### src/inc/fhs_consts.vh
// Functional notes
// RULE_01: An overcurrent sample ends what is left of the current PWM pulse at once.
// RULE_02: Overcurrent counted in every period for 1.5 ms starts a 40 ms hiccup, then a soft start.
// RULE_03: A clean period right after an overcurrent period still counts as an overcurrent period.
// RULE_04: The overcurrent persistence count clears only after two clean periods in a row.
// RULE_05: The compensation node above its maximum clamp for over 1.5 ms starts a hiccup.
// RULE_06: Clamp plus feedback 100 mV low enables the fast reference discharge until it meets feedback.
// RULE_07: A reference 100 mV above feedback during precharged soft start re-enters recovery; the code also requires the clamp.
// RULE_08: The power-good flag goes to fault on feedback and overvoltage sense high, or feedback low.
// RULE_09: The flag returns to good only once the hysteresis comparators report release.
// RULE_10: Feedback faults act on the flag after 5 us, overvoltage-input faults after 90 ns.
// RULE_11: Secondary supply undervoltage selects the 200 ms hiccup instead of the 40 ms one.
// RULE_12: The other party moves the reference for tracking only after secondary handover.
// RULE_13: For remote shutdown the other party pulls the reference to 0 V.
// RULE_14: Overvoltage sense held high for 200 us starts a 200 ms hiccup.
// RULE_15: All intervals are counted on the one system clock and every counter clears on reset.
`ifndef FHS_CONSTS_VH
`define FHS_CONSTS_VH

`define FHS_CLK_MHZ        20
`define FHS_CNT_W          23

`define FHS_T_OC_PERSIST_US  1500
`define FHS_T_COMP_MAX_US    1500
`define FHS_T_OVP_HOLD_US    200
`define FHS_T_PG_FB_DLY_NS   5000
`define FHS_T_PG_OV_DLY_NS   90
`define FHS_T_HICCUP_MS      40
`define FHS_T_HICCUP_LONG_MS 200

// Cycle counts at the 20 MHz clock, sized to the counters; 90 ns rounds up to two cycles.
`define FHS_N_OC_PERSIST  23'h007530
`define FHS_N_COMP_MAX    23'h007530
`define FHS_N_OVP_HOLD    23'h000fa0
`define FHS_N_PG_FB_DLY   23'h000064
`define FHS_N_PG_OV_DLY   23'h000002
`define FHS_N_HICCUP      23'h0c3500
`define FHS_N_HICCUP_LONG 23'h3d0900

`define FHS_HS_RUN   3'b001
`define FHS_HS_OFF   3'b010
`define FHS_HS_START 3'b100

`define FHS_RS_IDLE  3'b001
`define FHS_RS_DIS   3'b010
`define FHS_RS_SS    3'b100

`endif

### src/design/fhs_filter.v
`include "fhs_consts.vh"
`default_nettype none

module fhs_filter #(
  parameter [`FHS_CNT_W-1:0] HOLD_CYC = 23'h000001
) (
  input  wire clk_sys,
  input  wire srst,
  input  wire raw_in,
  output reg  level,
  output wire held
);

  reg                  sync1;
  reg                  sync2;
  reg                  sync3;
  reg [`FHS_CNT_W-1:0] cnt;

  // A comparator may chatter at its threshold, so a change is only taken
  // once two late stages agree.
  always @(posedge clk_sys) begin
    if (srst) begin
      sync1 <= 1'b0;
      sync2 <= 1'b0;
      sync3 <= 1'b0;
      level <= 1'b0;
    end else begin
      sync1 <= raw_in;
      sync2 <= sync1;
      sync3 <= sync2;
      if (sync2 == sync3) begin
        level <= sync3;
      end
    end
  end

  // Persistence timer: any low on the filtered level restarts the interval.
  always @(posedge clk_sys) begin
    if (srst || !level) begin
      cnt <= {`FHS_CNT_W{1'b0}}; // RULE_15
    end else if (cnt != HOLD_CYC) begin
      cnt <= cnt + 23'h000001; // RULE_15
    end
  end

  assign held = (cnt == HOLD_CYC);

endmodule // fhs_filter

`default_nettype wire

### src/design/fhs_supervisor.v
`include "fhs_consts.vh"
`default_nettype none

module fhs_supervisor #(
  parameter [`FHS_CNT_W-1:0] OC_PERSIST_CYC  = `FHS_N_OC_PERSIST,
  parameter [`FHS_CNT_W-1:0] COMP_MAX_CYC    = `FHS_N_COMP_MAX,
  parameter [`FHS_CNT_W-1:0] HICCUP_CYC      = `FHS_N_HICCUP,
  parameter [`FHS_CNT_W-1:0] HICCUP_LONG_CYC = `FHS_N_HICCUP_LONG
) (
  input  wire clk_sys,
  input  wire srst,
  input  wire period_start,
  input  wire pwm_request,
  input  wire cs_over_limit,
  input  wire fb_over_ov,
  input  wire ovp_over_ov,
  input  wire fb_under_uv,
  input  wire fb_ov_released,
  input  wire fb_uv_released,
  input  wire comp_clamped,
  input  wire comp_over_max,
  input  wire ss_over_fb,
  input  wire ss_at_fb,
  input  wire ss_ramp_done,
  input  wire supply_uvlo,
  input  wire power_good_flag_in,
  output wire pwm_gate,
  output reg  hiccup_active,
  output reg  hiccup_long,
  output reg  soft_start,
  output reg  ss_discharge_en,
  output reg  recovery_active,
  output reg  oc_streak,
  output wire power_good_flag_out,
  output reg  power_good_flag_oe
);

  localparam [`FHS_CNT_W-1:0] OV_DLY_CYC = `FHS_N_PG_OV_DLY;
  localparam [`FHS_CNT_W-1:0] FB_DLY_CYC = `FHS_N_PG_FB_DLY;
  localparam [`FHS_CNT_W-1:0] OVP_CYC    = `FHS_N_OVP_HOLD;
  localparam [`FHS_CNT_W-1:0] ONE_CYC    = 23'h000001;

  wire oc_lvl;
  wire ov_both_held;
  wire uv_lvl;
  wire uv_held;
  wire rel_held;
  wire ovp_held;
  wire comp_max_held;
  wire clamp_lvl;
  wire ss_over_lvl;
  wire ss_at_lvl;
  wire ramp_lvl;
  wire uvlo_lvl;

  //////////////////////////////////////////////////////////////////////////
  // Comparator conditioning.

  fhs_filter #(.HOLD_CYC(ONE_CYC)) u_oc (
    .clk_sys (clk_sys),
    .srst    (srst),
    .raw_in  (cs_over_limit),
    .level   (oc_lvl),
    .held    ()
  );

  // Both comparators are glitch-free levels, so their product is safe to
  // synchronise as one signal.
  fhs_filter #(.HOLD_CYC(OV_DLY_CYC)) u_ov_both (
    .clk_sys (clk_sys),
    .srst    (srst),
    .raw_in  (fb_over_ov & ovp_over_ov), // RULE_08
    .level   (),
    .held    (ov_both_held) // RULE_10
  );

  fhs_filter #(.HOLD_CYC(FB_DLY_CYC)) u_uv (
    .clk_sys (clk_sys),
    .srst    (srst),
    .raw_in  (fb_under_uv), // RULE_08
    .level   (uv_lvl),
    .held    (uv_held) // RULE_10
  );

  fhs_filter #(.HOLD_CYC(FB_DLY_CYC)) u_release (
    .clk_sys (clk_sys),
    .srst    (srst),
    .raw_in  (fb_ov_released & fb_uv_released), // RULE_09
    .level   (),
    .held    (rel_held) // RULE_10
  );

  fhs_filter #(.HOLD_CYC(OVP_CYC)) u_ovp (
    .clk_sys (clk_sys),
    .srst    (srst),
    .raw_in  (ovp_over_ov),
    .level   (),
    .held    (ovp_held) // RULE_14
  );

  fhs_filter #(.HOLD_CYC(COMP_MAX_CYC)) u_comp_max (
    .clk_sys (clk_sys),
    .srst    (srst),
    .raw_in  (comp_over_max),
    .level   (),
    .held    (comp_max_held) // RULE_05
  );

  fhs_filter #(.HOLD_CYC(ONE_CYC)) u_clamp (
    .clk_sys (clk_sys),
    .srst    (srst),
    .raw_in  (comp_clamped),
    .level   (clamp_lvl),
    .held    ()
  );

  fhs_filter #(.HOLD_CYC(ONE_CYC)) u_ss_over (
    .clk_sys (clk_sys),
    .srst    (srst),
    .raw_in  (ss_over_fb),
    .level   (ss_over_lvl),
    .held    ()
  );

  fhs_filter #(.HOLD_CYC(ONE_CYC)) u_ss_at (
    .clk_sys (clk_sys),
    .srst    (srst),
    .raw_in  (ss_at_fb),
    .level   (ss_at_lvl),
    .held    ()
  );

  fhs_filter #(.HOLD_CYC(ONE_CYC)) u_ramp (
    .clk_sys (clk_sys),
    .srst    (srst),
    .raw_in  (ss_ramp_done),
    .level   (ramp_lvl),
    .held    ()
  );

  fhs_filter #(.HOLD_CYC(ONE_CYC)) u_uvlo (
    .clk_sys (clk_sys),
    .srst    (srst),
    .raw_in  (supply_uvlo),
    .level   (uvlo_lvl),
    .held    ()
  );

  //////////////////////////////////////////////////////////////////////////
  // Cycle-by-cycle limit and overcurrent persistence.

  reg                  oc_cut;
  reg                  oc_in_period;
  reg                  oc_prev_hit;
  reg [`FHS_CNT_W-1:0] oc_timer;
  reg [2:0]            hs_state;
  wire                 running;
  wire                 oc_cur;

  assign running = (hs_state == `FHS_HS_RUN);
  assign oc_cur  = oc_in_period | oc_lvl;

  // The pulse is blanked through the end of the period, since the sense
  // comparator drops again once the switch opens.
  assign pwm_gate = pwm_request & running & ~oc_cut & ~oc_lvl; // RULE_01

  always @(posedge clk_sys) begin
    if (srst) begin
      oc_cut       <= 1'b0;
      oc_in_period <= 1'b0;
      oc_prev_hit  <= 1'b0;
      oc_streak    <= 1'b0;
    end else begin
      oc_cut       <= oc_lvl | (oc_cut & ~period_start); // RULE_01
      oc_in_period <= oc_lvl | (oc_in_period & ~period_start);
      if (!running) begin
        oc_prev_hit <= 1'b0;
        oc_streak   <= 1'b0;
      end else if (period_start) begin
        oc_prev_hit <= oc_cur;
        if (oc_cur) begin
          oc_streak <= 1'b1;
        end else if (!oc_prev_hit) begin
          oc_streak <= 1'b0; // RULE_04
        end else begin
          oc_streak <= 1'b1; // RULE_03
        end
      end
    end
  end

  // Time is measured in clock cycles rather than periods so the 1.5 ms
  // window does not depend on the switching frequency.
  always @(posedge clk_sys) begin
    if (srst || !oc_streak) begin
      oc_timer <= {`FHS_CNT_W{1'b0}}; // RULE_15
    end else if (oc_timer != OC_PERSIST_CYC) begin
      oc_timer <= oc_timer + ONE_CYC; // RULE_02
    end
  end

  //////////////////////////////////////////////////////////////////////////
  // Hiccup sequencer.

  reg [2:0]            next_hs_state;
  reg [`FHS_CNT_W-1:0] hic_cnt;
  wire                 trig_long;
  wire                 trig_short;
  wire                 hic_done;

  assign trig_long  = ovp_held | uvlo_lvl; // RULE_11 RULE_14
  assign trig_short = (oc_timer == OC_PERSIST_CYC) | comp_max_held; // RULE_02 RULE_05
  assign hic_done   = hiccup_long ? (hic_cnt == HICCUP_LONG_CYC - ONE_CYC)
                                  : (hic_cnt == HICCUP_CYC - ONE_CYC);

  always @* begin
    next_hs_state = hs_state;
    case (hs_state)
      `FHS_HS_RUN: begin
        if (trig_long || trig_short) begin
          next_hs_state = `FHS_HS_OFF;
        end
      end
      `FHS_HS_OFF: begin
        if (hic_done) begin
          next_hs_state = `FHS_HS_START;
        end
      end
      `FHS_HS_START: begin
        next_hs_state = `FHS_HS_RUN;
      end
      default: begin
        next_hs_state = `FHS_HS_RUN;
      end
    endcase
  end

  always @(posedge clk_sys) begin
    if (srst) begin
      hs_state      <= `FHS_HS_RUN;
      hic_cnt       <= {`FHS_CNT_W{1'b0}}; // RULE_15
      hiccup_active <= 1'b0;
      hiccup_long   <= 1'b0;
    end else begin
      hs_state      <= next_hs_state;
      hiccup_active <= (next_hs_state == `FHS_HS_OFF);
      if (running && next_hs_state == `FHS_HS_OFF) begin
        hic_cnt     <= {`FHS_CNT_W{1'b0}};
        hiccup_long <= trig_long; // RULE_11
      end else if (hs_state == `FHS_HS_OFF) begin
        hic_cnt <= hic_cnt + ONE_CYC; // RULE_02
      end
    end
  end

  //////////////////////////////////////////////////////////////////////////
  // Feedback recovery of the soft-start reference.

  reg [2:0] rs_state;
  reg [2:0] next_rs_state;
  wire      rec_start;

  assign rec_start = clamp_lvl & uv_lvl; // RULE_06

  always @* begin
    next_rs_state = rs_state;
    case (rs_state)
      `FHS_RS_IDLE: begin
        if (rec_start) begin
          next_rs_state = `FHS_RS_DIS; // RULE_06
        end
      end
      `FHS_RS_DIS: begin
        if (ss_at_lvl) begin
          next_rs_state = `FHS_RS_SS; // RULE_06
        end
      end
      `FHS_RS_SS: begin
        if (ss_over_lvl && clamp_lvl) begin
          next_rs_state = `FHS_RS_DIS; // RULE_07
        end else if (ramp_lvl) begin
          next_rs_state = `FHS_RS_IDLE;
        end
      end
      default: begin
        next_rs_state = `FHS_RS_IDLE;
      end
    endcase
    if (!running || next_hs_state != `FHS_HS_RUN) begin
      next_rs_state = `FHS_RS_IDLE;
    end
  end

  // A hiccup start and a recovery restart both request one soft start.
  always @(posedge clk_sys) begin
    if (srst) begin
      rs_state        <= `FHS_RS_IDLE;
      ss_discharge_en <= 1'b0;
      recovery_active <= 1'b0;
      soft_start      <= 1'b0;
    end else begin
      rs_state        <= next_rs_state;
      ss_discharge_en <= (next_rs_state == `FHS_RS_DIS); // RULE_06
      recovery_active <= (next_rs_state != `FHS_RS_IDLE);
      soft_start      <= (hs_state == `FHS_HS_START) ||
                         (rs_state == `FHS_RS_DIS && next_rs_state == `FHS_RS_SS);
    end
  end

  //////////////////////////////////////////////////////////////////////////
  // Power-good flag; the pin reads back nothing this block needs, and the
  // nMOS only ever pulls low while the output is good.

  assign power_good_flag_out = 1'b0;

  always @(posedge clk_sys) begin
    if (srst) begin
      power_good_flag_oe <= 1'b0;
    end else if (power_good_flag_oe) begin
      if (ov_both_held || uv_held) begin
        power_good_flag_oe <= 1'b0; // RULE_08
      end
    end else if (rel_held && !ov_both_held && !uv_held) begin
      power_good_flag_oe <= 1'b1; // RULE_09
    end
  end

endmodule // fhs_supervisor

`default_nettype wire

### config.mk
export PLATFORM = sky130hd
export DESIGN_NAME = fhs_supervisor
export DESIGN_NICKNAME = d
export VERILOG_FILES = /design/src/design/fhs_filter.v /design/src/design/fhs_supervisor.v
export VERILOG_INCLUDE_DIRS = /design/src /design/src/inc
export SDC_FILE = /design/constraint.sdc
export NUM_CORES = 1
export LEC_CHECK = 0
export BUFFER_PORTS_ARGS = -buffer_cell sky130_fd_sc_hd__buf_2
export CORE_ASPECT_RATIO = 0.75
export CORE_MARGIN = 5
export CORE_UTILIZATION = 46
export DETAILED_ROUTE_END_ITERATION = 7
export GPL_TIMING_DRIVEN = 0
export PLACE_DENSITY = 0.6
export SLEW_MARGIN = 20
export SYNTH_ARGS = -nofsm -noshare
export SYNTH_HDL_FRONTEND = slang
export SYNTH_HIERARCHICAL = 1
export SYNTH_SLANG_ARGS = --single-unit
### constraint.sdc
create_clock -name clk_sys -period 2.3 [get_ports clk_sys]
set_clock_uncertainty 0.1 [all_clocks]
set_input_delay 0.115 -clock clk_sys [delete_from_list [all_inputs] [get_ports clk_sys]]
set_output_delay 0.115 -clock clk_sys [all_outputs]
set_load 0.03 [all_outputs]
==> impl_metrics.toml <==
[outcome]
status = "finished, violations left"
violations = "hold timing"

[final_layout]
drive_gt1_share_pct = 11.5
fin_util_pct = 53.5
layout.nets = 1234
syn2layout_area_growth_pct = 15.5
stdcell_count = 1514
diodes = 0

[pwr]
power.total_uw = 8050
power.leakage_uw = 0.00372
vdd_drop_max_v = 0.000476
power_density_nw_per_um2 = 688

[setup_path]
crit_buf_inv = 0
worstPathCellList = "or3b_4, or3b_1, or4_1, a221oi_2"
cp.arrival_ns = 2.51
worstSetupPathType = "flip-flop to flip-flop"
required_ns = 2.62
worstPathMaxFanout = 7
cp_top_family = "simple AND/OR/NAND/NOR gates"
slowest_stage = "dfxtp_1"
crit_path_end_kind = "flip-flop"
slowest_delay_ns = 0.48
start_kind = "flip-flop"

[synth]
ys_warn_count = 6
avgSynthCellArea_um2 = 8.90
syn_inst = 1137
syn_nets = 1167
synth_area_um2 = 10100

[floorplan]
die_w_um = 181
ios = 26
start_util_pct = 46.3
num_rows = 47
die-height_um = 138
coreArea_um2 = 21900
fp.dieArea_um2 = 25100

[clocking]
clk_latency_ns = 0.51
numCtsBuffers = 23
htree_num_levels = 1
clk_pin_slew_ns = 0.06
root_buffer = "clkbuf_16"
cts_max_path_buffers = 3
cts_tree = "yes"
cts.sinks = 221

[global_routing]
antenna_found_initial = 0
grt_overflow = 0
track_usage_pct = 16.7
grt_start_max_net_pins = 59
grt_pass1_vias = 7529
grt_pass1_wl_um = 37000

[run]
maxCapViolCount = 0

[timing]
period_needed_ns = 2.19
fin_crit_sh_pct = 95.3
hold_ws_ns = -0.0000743
final.setup.worst_slack_ns = 0.109
clock.fmax_mhz = 456
relSlewSlack_pct = 58.8
worst_pin_slew_ns = 0.617
final_max_slew_viol_count = 0
finalSetupViolCount = 0
rsz0062_at_grt = "false"
timing_hold_violations_final = 1

[placement]
hpwl_um = 14600
dp_slack_ns = -0.213
dp_cells = 1454
io_buffers = 23
globalplace.congestion = 0.812

[detailed_routing]
routed_wl_um = 21900
final_antenna_net_count = 0
drtPass1Iterations = 5
initialDrtViolationCount = 482
wire_per_inst_um = 14.5
vias = 8435
drc = 0
via_per_inst = 5.57

[worst_hold_path]
hold_class = "input port to flip-flop"
[routing by layer]
metal	part of all wire [%]	global-route usage [%]	vias to the layer above
met4	1.6	3.24	0
met5	0	0	-
met2	42	24.3	112
met3	3.6	2.52	22
li1	-	-	4365
met1	53	26.3	3936
[layout make-up]
| type | instances | area, µm² |
|---|---|---|
| Fill cell | 2064 | 10200 |
| Multi-Input combinational cell | 849 | 5490 |
| Sequential cell | 221 | 4430 |
| Clock buffer | 29 | 638 |
| Tap cell | 294 | 368 |
| Timing Repair Buffer | 43 | 300 |
| Clock inverter | 12 | 191 |
| Buffer | 38 | 178 |
| Inverter | 28 | 105 |
[through the flow]
step	cell area, µm²	TNS (ns)	hold slack [ns]
after floorplan	10100	0	0.0841
after global placement	10600	-6.20	0.230
after detailed placement	10600	-5.99	0.235
after CTS	11600	0	0.218
after global routing	11700	0	0.0442
final	11700	0	-0.0000743
[worst reg2reg max path, delay by kind of cell, from the launching register on]
kind | cells | cell delay [ns]
simple gates | 3 | 1.28
flops | 1 | 0.48
compound gates | 1 | 0.24
[flip-flops by register name (all words and copies together), names as in the netlist, 3 cells and up]
register / cells
rs_state: 3
u_ov_both/cnt: 23
u_uv/cnt: 23
u_comp_max/cnt: 23
u_release/cnt: 23
hic_cnt: 23
oc_timer: 23
hs_state: 3
u_ovp/cnt: 23
[worst paths after layout]
kind	startpoint	endpoint	slack, ns	cells past startpoint
worst max-delay path	hs_state[1]	hic_cnt[21]	0.11	4
worst min-delay path	srst	u_release/sync1	-0.00007	2
worst max register to register	hs_state[1]	hic_cnt[21]	0.11	4
worst min register to register	u_uv/sync1	u_uv/sync2	0.33	1
[power breakdown]
part | leakage, µW | total, µW | internal, µW | switching [µW]
Clock | 0.000409 | 4070 | 2520 | 1550
Sequential | 0.00179 | 3860 | 3850 | 11.3
Combinational | 0.00153 | 112 | 51.4 | 60.5
[cells in the final DEF, fill, tap and decap left out, types with 23 or more instances in the layout]
cell type  instances
dfxtp_1          218
nor2b_1           46
inv_1             28
nand2_1           61
xnor2_1           32
o21ai_0           64
xor2_1            38
nor2_1            82
nor3_1            27
clkbuf_16         23
or3_1             31
clkbuf_1          26
a21oi_1           74
or4_1             30
nand4_1           42
buf_2             26
nand3_1           68
[repair_timing]
action / in CTS / in global routing
hold buffers: 13 / 0
gates resized for setup: 9 / 12
hold endpoints to repair: 15 / 0
setup endpoints to repair: 23 / 35
pin swaps: 0 / 5
setup buffers: 1 / 6
Power figures use the tool's default switching activity.
